--- config.mk ---
export PLATFORM = sky130hd
export DESIGN_NAME = cbs_sequencer
export DESIGN_NICKNAME = d
export VERILOG_FILES = /design/src/include/cbs_pkg.sv /design/src/hdl/cbs_sequencer.sv
export SDC_FILE = /design/constraint.sdc
export NUM_CORES = 1
export LEC_CHECK = 0
export BUFFER_PORTS_ARGS = -buffer_cell sky130_fd_sc_hd__buf_2
export CAP_MARGIN = 5
export CELL_PAD_IN_SITES_DETAIL_PLACEMENT = 0
export CELL_PAD_IN_SITES_GLOBAL_PLACEMENT = 1
export CORE_MARGIN = 3
export CORE_UTILIZATION = 35
export DETAILED_ROUTE_END_ITERATION = 10
export PLACE_DENSITY_LB_ADDON = 0.08
export SYNTH_ARGS = -nofsm -noshare
export SYNTH_HDL_FRONTEND = slang
export SYNTH_SLANG_ARGS = --single-unit
--- constraint.sdc ---
create_clock -name mclk_i -period 3.22 [get_ports mclk_i]
set_input_delay 0.161 -clock mclk_i [delete_from_list [all_inputs] [get_ports mclk_i]]
set_output_delay 0.161 -clock mclk_i [all_outputs]
set_load 0.01 [all_outputs]
--- src/include/cbs_pkg.sv ---
package cbs_pkg;

  // ----------------------------------------------------------------------
  // Widths and timing
  // ----------------------------------------------------------------------
  localparam int unsigned CBS_CNT_W = 24;
  localparam int unsigned CBS_IVL_W = 16;
  localparam int unsigned CBS_BIT_W = 5;
  localparam logic [4:0] CBS_CLKS_PER_IVL = 5'h12;
  localparam logic [4:0] CBS_CLK_LAST = 5'h11;
  localparam logic [15:0] CBS_AZ_CLKS = 16'h0100;
  localparam logic [2:0] CBS_FIRST_CROSS_MAX = 3'h4;

  // ----------------------------------------------------------------------
  // Sequencer states
  // ----------------------------------------------------------------------
  typedef enum logic [3:0] {
    CBS_IDLE = 4'h1,
    CBS_ZERO = 4'h2,
    CBS_INTEG = 4'h4,
    CBS_DONE = 4'h8
  } cbs_state_type;

  typedef struct packed {
    logic auto_zero;
    logic input_on;
    logic ref_out;
  } cbs_front_type;

endpackage

--- src/hdl/cbs_sequencer.sv ---
`timescale 1ns/100ps
module cbs_sequencer
  import cbs_pkg::*;
(
  input wire logic mclk_i,
  input wire logic rst_b_i,
  input wire logic start_i,
  input wire logic [CBS_IVL_W-1:0] num_intervals_i,
  input wire logic comparator_output_level_i,
  input wire logic bit_rd_i,
  output logic [2:0] front_ctl_o,
  output logic busy_o,
  output logic done_o,
  output logic late_cross_o,
  output logic bit_data_o
);

  // ----------------------------------------------------------------------
  // State
  // ----------------------------------------------------------------------
  cbs_state_type state_reg, state_next;
  cbs_front_type front_reg, front_next;
  logic [4:0] clk_reg, clk_next;
  logic [CBS_IVL_W-1:0] ivl_reg, ivl_next;
  logic [15:0] az_reg, az_next;
  logic [CBS_CNT_W-1:0] cnt_reg, cnt_next;
  logic cmp_last_reg, cmp_last_next;
  logic pend_reg, pend_next;
  logic crossed_reg, crossed_next;
  logic [2:0] first_reg, first_next;
  logic late_reg, late_next;
  logic [CBS_BIT_W-1:0] bptr_reg, bptr_next;
  logic bit_reg, bit_next;
  logic busy_reg, busy_next;
  logic ivl_end;

  assign ivl_end = (clk_reg == CBS_CLK_LAST);

  always_comb begin
    state_next = state_reg;
    front_next = front_reg;
    clk_next = clk_reg;
    ivl_next = ivl_reg;
    az_next = az_reg;
    cnt_next = cnt_reg;
    cmp_last_next = cmp_last_reg;
    pend_next = pend_reg;
    crossed_next = crossed_reg;
    first_next = first_reg;
    late_next = late_reg;
    bptr_next = bptr_reg;
    bit_next = bit_reg;
    case (state_reg)
      CBS_IDLE, CBS_DONE: begin
        if (start_i) begin
          state_next = CBS_ZERO;
          front_next = '{auto_zero: 1'b1, input_on: 1'b0, ref_out: 1'b0};
          az_next = '0;
        end
      end
      CBS_ZERO: begin
        // A fresh conversion always accumulates from zero.
        cnt_next = '0;
        ivl_next = '0;
        clk_next = '0;
        pend_next = 1'b0;
        crossed_next = 1'b0;
        first_next = '0;
        late_next = 1'b0;
        bptr_next = '0;
        cmp_last_next = comparator_output_level_i;
        az_next = az_reg + 16'h0001;
        if (az_reg == CBS_AZ_CLKS - 16'h0001) begin
          state_next = CBS_INTEG;
          front_next = '{auto_zero: 1'b0, input_on: 1'b1, ref_out: 1'b1};
        end
      end
      CBS_INTEG: begin
        // Isolated comparator level is taken as synchronous here.
        if (comparator_output_level_i) begin
          cnt_next = cnt_reg + 1'b1;
        end else begin
          cnt_next = cnt_reg - 1'b1;
        end
        cmp_last_next = comparator_output_level_i;
        if (comparator_output_level_i != cmp_last_reg) begin
          pend_next = 1'b1;
          crossed_next = 1'b1;
        end
        clk_next = ivl_end ? 5'h00 : clk_reg + 5'h01;
        if (ivl_end) begin
          ivl_next = ivl_reg + 1'b1;
          // Reversal waits as long as needed; nothing forces it.
          if (pend_reg) begin
            front_next.ref_out = ~front_reg.ref_out;
            // A crossing seen on the boundary clock stays pending for the next interval.
            pend_next = (comparator_output_level_i != cmp_last_reg);
          end
          if (!crossed_reg) begin
            if (first_reg == CBS_FIRST_CROSS_MAX - 3'h1) begin
              late_next = 1'b1;
            end else begin
              first_next = first_reg + 3'h1;
            end
          end
          if (ivl_reg + 1'b1 == num_intervals_i) begin
            state_next = CBS_DONE;
            front_next = '{auto_zero: 1'b0, input_on: 1'b0, ref_out: 1'b0};
          end
        end
      end
      default: begin
        state_next = CBS_IDLE;
      end
    endcase
    // Serial readout shifts one bit out per access, LSB first.
    if (bit_rd_i && state_reg == CBS_DONE) begin
      bit_next = cnt_reg[bptr_reg];
      bptr_next = (bptr_reg == CBS_BIT_W'(CBS_CNT_W - 1)) ? '0 : bptr_reg + 1'b1;
    end
    busy_next = (state_next == CBS_ZERO) || (state_next == CBS_INTEG);
  end

  always_ff @(posedge mclk_i or negedge rst_b_i) begin
    if (!rst_b_i) begin
      state_reg <= CBS_IDLE;
      front_reg <= '0;
      clk_reg <= '0;
      ivl_reg <= '0;
      az_reg <= '0;
      cnt_reg <= '0;
      cmp_last_reg <= 1'b0;
      pend_reg <= 1'b0;
      crossed_reg <= 1'b0;
      first_reg <= '0;
      late_reg <= 1'b0;
      bptr_reg <= '0;
      bit_reg <= 1'b0;
      busy_reg <= 1'b0;
    end else begin
      state_reg <= state_next;
      front_reg <= front_next;
      clk_reg <= clk_next;
      ivl_reg <= ivl_next;
      az_reg <= az_next;
      cnt_reg <= cnt_next;
      cmp_last_reg <= cmp_last_next;
      pend_reg <= pend_next;
      crossed_reg <= crossed_next;
      first_reg <= first_next;
      late_reg <= late_next;
      bptr_reg <= bptr_next;
      bit_reg <= bit_next;
      busy_reg <= busy_next;
    end
  end

  // ----------------------------------------------------------------------
  // Outputs
  // ----------------------------------------------------------------------
  always_comb begin
    front_ctl_o = front_reg;
    busy_o = busy_reg;
    done_o = state_reg[3];
    late_cross_o = late_reg;
    bit_data_o = bit_reg;
  end

  // ----------------------------------------------------------------------
  // Checks
  // ----------------------------------------------------------------------
  a_zero_first: assert property (@(posedge mclk_i) disable iff (!rst_b_i)
    (state_reg == CBS_INTEG) |-> $past(state_reg) != CBS_IDLE)
    else $error("Integration began without auto-zero.");
  a_input_on: assert property (@(posedge mclk_i) disable iff (!rst_b_i)
    $rose(state_reg == CBS_INTEG) |-> front_reg.input_on && front_reg.ref_out)
    else $error("Input and outward reference not switched on.");
  a_ivl_len: assert property (@(posedge mclk_i) disable iff (!rst_b_i)
    (state_reg == CBS_INTEG) && $changed(front_reg.ref_out) |-> clk_reg == 5'h00)
    else $error("Reference reversed off an interval boundary.");
  a_count_up: assert property (@(posedge mclk_i) disable iff (!rst_b_i)
    (state_reg == CBS_INTEG) && comparator_output_level_i |=> cnt_reg == $past(cnt_reg) + 1'b1)
    else $error("Counter did not count up.");
  a_count_dn: assert property (@(posedge mclk_i) disable iff (!rst_b_i)
    (state_reg == CBS_INTEG) && !comparator_output_level_i
      |=> cnt_reg == $past(cnt_reg) - 1'b1)
    else $error("Counter did not count down.");
  a_reverse: assert property (@(posedge mclk_i) disable iff (!rst_b_i)
    (state_reg == CBS_INTEG) && state_next == CBS_INTEG && ivl_end && pend_reg
      |=> front_reg.ref_out != $past(front_reg.ref_out))
    else $error("Pending crossing did not reverse reference.");
  a_no_force: assert property (@(posedge mclk_i) disable iff (!rst_b_i)
    (state_reg == CBS_INTEG) && !pend_reg && state_next == CBS_INTEG
      |=> $stable(front_reg.ref_out))
    else $error("Reference reversed without crossing.");
  a_stop: assert property (@(posedge mclk_i) disable iff (!rst_b_i)
    (state_reg == CBS_INTEG) && ivl_end && (ivl_reg + 1'b1 == num_intervals_i)
      |=> done_o ##1 $stable(cnt_reg))
    else $error("Conversion did not stop at programmed count.");
  a_clear: assert property (@(posedge mclk_i) disable iff (!rst_b_i)
    $rose(state_reg == CBS_INTEG) |-> cnt_reg == '0 && ivl_reg == '0)
    else $error("Counters not cleared by auto-zero.");
  a_late_flag: assert property (@(posedge mclk_i) disable iff (!rst_b_i)
    (state_reg == CBS_INTEG) && ivl_end && !crossed_reg
      && (first_reg == CBS_FIRST_CROSS_MAX - 3'h1) |=> late_cross_o)
    else $error("Missing first crossing was not flagged.");
  a_serial_bit: assert property (@(posedge mclk_i) disable iff (!rst_b_i)
    bit_rd_i && (state_reg == CBS_DONE) |=> bit_data_o == $past(cnt_reg[bptr_reg]))
    else $error("Serial bit does not match the counter.");

endmodule

Word level (Yosys, flattened, before mapping)

Cells that the tools add are included.

Bitwise gates (word level): 1
Order comparisons: 1
Muxes and demuxes: 38
Equality and inequality tests: 21
Add/subtract/negate cells: 7
Reduce and logical (&&, ||, !) cells: 15

Operators with widths:

| operator                                                   | count |
|---|---|
| case mux 16 bit (2 select lines)                           | 2 |
| case mux 24 bit (2 select lines)                           | 1 |
| adder 16 x 1 -> 16 bit, second input constant              | 2 |
| two-way mux 16 bit                                         | 2 |
| adder 24 x 1 -> 24 bit, second input constant              | 1 |
| two-way mux 24 bit                                         | 1 |
| subtractor 24 x 1 -> 24 bit, second input constant         | 1 |
| two-way mux 3 bit                                          | 7 |
| two-way mux 5 bit                                          | 4 |
| == test 16 bit                                             | 1 |
| == test 16 x 8 -> 1 bit, second input constant             | 1 |
| two-way mux 4 bit                                          | 4 |
| inequality test 2 bit, second input constant               | 8 |
| case mux 4 bit (3 select lines)                            | 1 |
| adder 5 x 1 -> 5 bit, second input constant                | 2 |
| == test 5 bit, second input constant                       | 2 |
| case mux 5 bit (2 select lines)                            | 1 |
| AND reduction 5 bit                                        | 2 |
| two-way mux 1 bit                                          | 9 |
| case mux 3 bit (3 select lines)                            | 1 |
| == test 4 x 2 -> 1 bit, second input constant              | 2 |
| == test 4 x 3 -> 1 bit, second input constant              | 2 |
| AND reduction 4 bit                                        | 2 |
| less-than comparator 5 x 6 -> 1 bit, second input constant | 1 |
| 16 further kinds                                           | 23 |

Logic and storage cells: 99
Output and inout bits: 7
Bits in registers: 82
Bits of input ports: 21

Logic depth before layout (Yosys ltp)

Depth after elaboration: 7
Mapped depth: 11
Gate-level depth less buffers: 10

Worst setup path after synthesis

OpenSTA, ideal clock, no wires.

Path kind: input -> register
From: input port comparator_output_level_i
To: register cnt_reg[23]
Required time: 3,088 ps
Library setup time: 132 ps
Path buffers: 0
Arrival time: 2,536 ps
Slack: 553 ps
Stages: 10
Cell sequence: inv_1 ha_1 a21o_1 a2111oi_4 o21ai_2 a2111o_1 a21oi_2 nor3_1 a221oi_1 o21ai_1

Longest elaborated chain between the ends: 2

RTL lines:

| what                             | RTL line             | text |
|---|---|---|
| start: declaration               | cbs_sequencer.sv:9   | `input wire logic comparator_output_level_i,` |
| two-way mux 24 bit               | cbs_sequencer.sv:80  | `if (comparator_output_level_i) begin` |
| case mux 24 bit (2 select lines) | cbs_sequencer.sv:53  | `case (state_reg)` |
| end signal: assignment           | cbs_sequencer.sv:146 | `cnt_reg <= cnt_next;` |
| end: declaration                 | cbs_sequencer.sv:26  | `logic [CBS_CNT_W-1:0] cnt_reg, cnt_next;` |

Every way passes these cells.
A chain may end at the register's enable or synchronous reset.

Worst setup path after layout

From: register ivl_reg[0]
To: register front_reg, in the netlist front_ctl_o[2]

Longest elaborated chain between the ends: 4

RTL lines:

| what                            | RTL line             | text |
|---|---|---|
| start: declaration              | cbs_sequencer.sv:24  | `logic [CBS_IVL_W-1:0] ivl_reg, ivl_next;` |
| start signal: assignment        | cbs_sequencer.sv:144 | `ivl_reg <= ivl_next;` |
| adder 16 x 1 -> 16 bit          | cbs_sequencer.sv:106 | `if (ivl_reg + 1'b1 == num_intervals_i) begin` |
| == test 16 bit                  | cbs_sequencer.sv:106 |  |
| inequality test 2 bit (no line) | -                    |  |
| AND reduction 5 bit (no line)   | -                    |  |
| end signal: assignment          | cbs_sequencer.sv:142 | `front_reg <= front_next;` |
| end: declaration                | cbs_sequencer.sv:22  | `cbs_front_type front_reg, front_next;` |

Every way passes these cells.

==> key figures <==
CTS
  – # Post-CTS Setup Buffers: 0
  – # clock sinks: 82
  – Total CTS buffers: 9
  – CTS tree: done
  – CTS Buffer Depth: 2
  – Latest clock arrival within the worst-skew pair: 350 ps
  – Root cell of the clock tree: clkbuf_16
  – CTS clk-pin slew, worst paths: 70 ps
  – CTS H-tree depth: 3

Global route
  – Total track usage: 16.41%
  – Largest net degree at the start of global routing: 42
  – First-pass GRT wire length: 23,070 um
  – Total congestion overflow: 0
  – Initial antenna violation count: 0
  – Vias in the first global route: roughly 4.4k

Floorplanning
  – Chip width: 131.6 um
  – Die Height: 131.6 um
  – I/O pin total: 28
  – # rows: 45
  – Core area: 15,310 sq um
  – Starting Density: a little over a third
  – Full die area: 17,320 sq um

Synthesis
  – Cell Area, Synth: 5523 sq um
  – Synth Flop Type: dfrtp_1
  – Top cell type's share of synthesized area: 36.70%
  – Post-synth cell types: 72
  – Synth Net Count: around 650
  – Synth Register Bits: 82
  – Yosys top cell by area: dfrtp_1
  – Async set or reset register ratio after synthesis: 100.0%
  – Synth Instances: between 600 and 700
  – Number of synthesized flops with an enable pin: 0
  – Mean post-synth cell area: between 9 and 10 sq um
  – Synth warn: 0
  – Synth area leaders: dfrtp_1, ha_1, o21ai_0
  – Register area share after synthesis: a little under two fifths

Placed design
  – Final Wtd Congestion: 0.7531
  – PortBufs: 27
  – Post-Place Setup Slack: roughly 450 ps
  – Cell count after placement: slightly above 800
  – Placement Cell Area: approximately 5900 sq um
  – HPWL after DPL: just under 10,000 um

Finish
  – Share of layout cells above drive strength 1: 13.26%
  – Final #Nets: between 600 and 700
  – Most frequent cells in the layout: dfrtp_1, nand2_1, o21ai_0
  – Largest register FFs: 24
  – Number of diodes: 0
  – Commonest non-fill, non-tap cell in the layout: dfrtp_1
  – Layout area overhead: 11.87%
  – Post-route design area: between 6000 and 7000 sq um
  – Non-Filler Instances: between 800 and 900

Worst setup path
  – CP max stage cell: dfrtp_1
  – CP bufs+invs: 0
  – CP top delay family: simple AND/OR/NAND/NOR gates
  – CP Launch Type: register
  – Critical path launch point: ivl_reg[0]$_DFFE_PN0P_
  – CP Class: reg -> reg
  – Kind of end point of the critical path: register
  – Critical path's largest stage delay: approximately 420 ps
  – FF-to-FF Start: ivl_reg[0]$_DFFE_PN0P_
  – Worst EP required: between 3000 and 4000 ps
  – Crit. path cell count: 9
  – FF-to-FF path depth: 9
  – Critical-path cell list: ha_1 -> and2_1 -> and3_1 -> nand3_2 -> xnor2_1 -> nor4_2 -> nand4_2 -> a21oi_1 -> o21ai_0
  – Critical Path AT: ~3000 ps
  – Critical-path maximum fanout: 7

Power and ir drop
  – Static Leak: around 2.9 nW
  – Total power draw: ~2.9 mW
  – Worst VDD drop: 0.0002814 V
  – Power density cells: 462.5 nW/um^2

Timing
  – Setup violators final: 0
  – Hold Violations, Final: 0
  – Clock skew: 7.032 ps
  – Max Slew Vio Count: 0
  – Worst-margin pin slew: roughly 670 ps
  – Minimum clock period: 2768 ps
  – Fin crit share: 85.97%
  – Fin worst setup slack: 451.7 ps
  – FMAX: 0.3612 GHz
  – Fin Setup TNS: 0 ps
  – Slew HR: a little under three fifths
  – Unrepaired setup endpoints after global routing: false

Routing
  – Number of DRC markers in iteration 0: 222
  – ANT nets after route: 0
  – Routed wire length: approximately 14,000 um
  – Vias per Instance: 5.339
  – DR vias: 4,469
  – WL per Instance: 16.29 um
  – DRT Pass-1 Iters: 4
  – DRC viols: 0

Worst hold path
  – Hold path start: bit_rd_i
  – HP Class: in -> reg
  – Worst hold stages: 3

Job
  – Max-cap violation count: 0

Run status
  – Status: finished, final reports clean
where the power goes:
group          total (mW)  leakage [nW]  internal [mW]  switching, mW
registers            1.17          1.13           1.10         0.0669
logic               0.596          1.57          0.227          0.370
clock network        1.09         0.149          0.614          0.477
routing by layer:
metal	share of wire [%]	routed length (um)	up-vias	track usage [%]
li1	-	-	2274	-
met1	48	6606	2137	21.97
met2	48	6503	46	27.11
met3	2.6	352	12	3.905
met4	1.3	175	0	3.559
met5	0	0	-	0
worst reg2reg max path, cell delays in order (launching register included):
cell and delay (ps):
dfrtp_1 420, ha_1 300, and2_1 290, and3_1 370
nand3_2 140, xnor2_1 160, nor4_2 310, nand4_2 290
a21oi_1 250, o21ai_0 100
cells in the mapped netlist, drive strengths merged, types with 7 or more instances:
cell type	number
o21a	8
xnor2	17
nor3	12
xor2	24
and3	11
a21oi	30
o21ai	71
ha	29
mux4	7
nand3	33
o31ai	17
buf	8
nor2	23
a211oi	7
nand4	10
a21o	18
dfrtp	81
clkbuf	24
nand2	67
inv	17
logic make-up after synthesis:
| family | synth area share (%) |
|---|---|
| AOI/OAI and AO/OA | 22.34 |
| xor gates and xnor gates | 6.502 |
| adders and majority gates | 6.933 |
| buffers and inverters | 4.010 |
| DFF | 37.18 |
| muxes | 3.965 |
| and+or+nand+nor | 19.08 |
path summary, 6_finish.rpt:
path	endpoint	slack, ps
min in group asynchronous	ivl_reg[2]$_DFFE_PN0P_	350
max	front_ctl_o[2]$_DFFE_PN0P_	450
min	bptr_reg[2]$_DFFE_PN0P_	110
min reg2reg	first_reg[2]$_DFFE_PN0P_	480
max reg2reg	front_ctl_o[2]$_DFFE_PN0P_	450
max in group asynchronous	front_ctl_o[0]$_DFFE_PN0P_	2120
metrics by stage:
stage / hold WS [ps] / util, %
after floorplan: -134.6 / -
after global placement: 212.1 / 38.28
after detailed placement: 214.6 / 38.28
after CTS: 98.06 / 40.34
after global routing: 104.8 / 40.34
final: 111.7 / 40.34
what timing repair did:
| action | CTS | global route |
|---|---|---|
| endpoints found under the hold margin | 39 | 0 |
| gates resized for setup | 0 | 0 |
| hold buffers | 1 | 0 |
layout make-up:
type                       instances  area, sq um
timing repair buffer              39        230.2
clock inverter                     7        80.08
clock buffer                       9        225.2
fill                            1542         9136
sequential                        82         2053
multi-input combinational        472         3262
tap                              211        264.0
inverter                          17        63.81
Note: power is estimated with default switching activity, not from simulation.
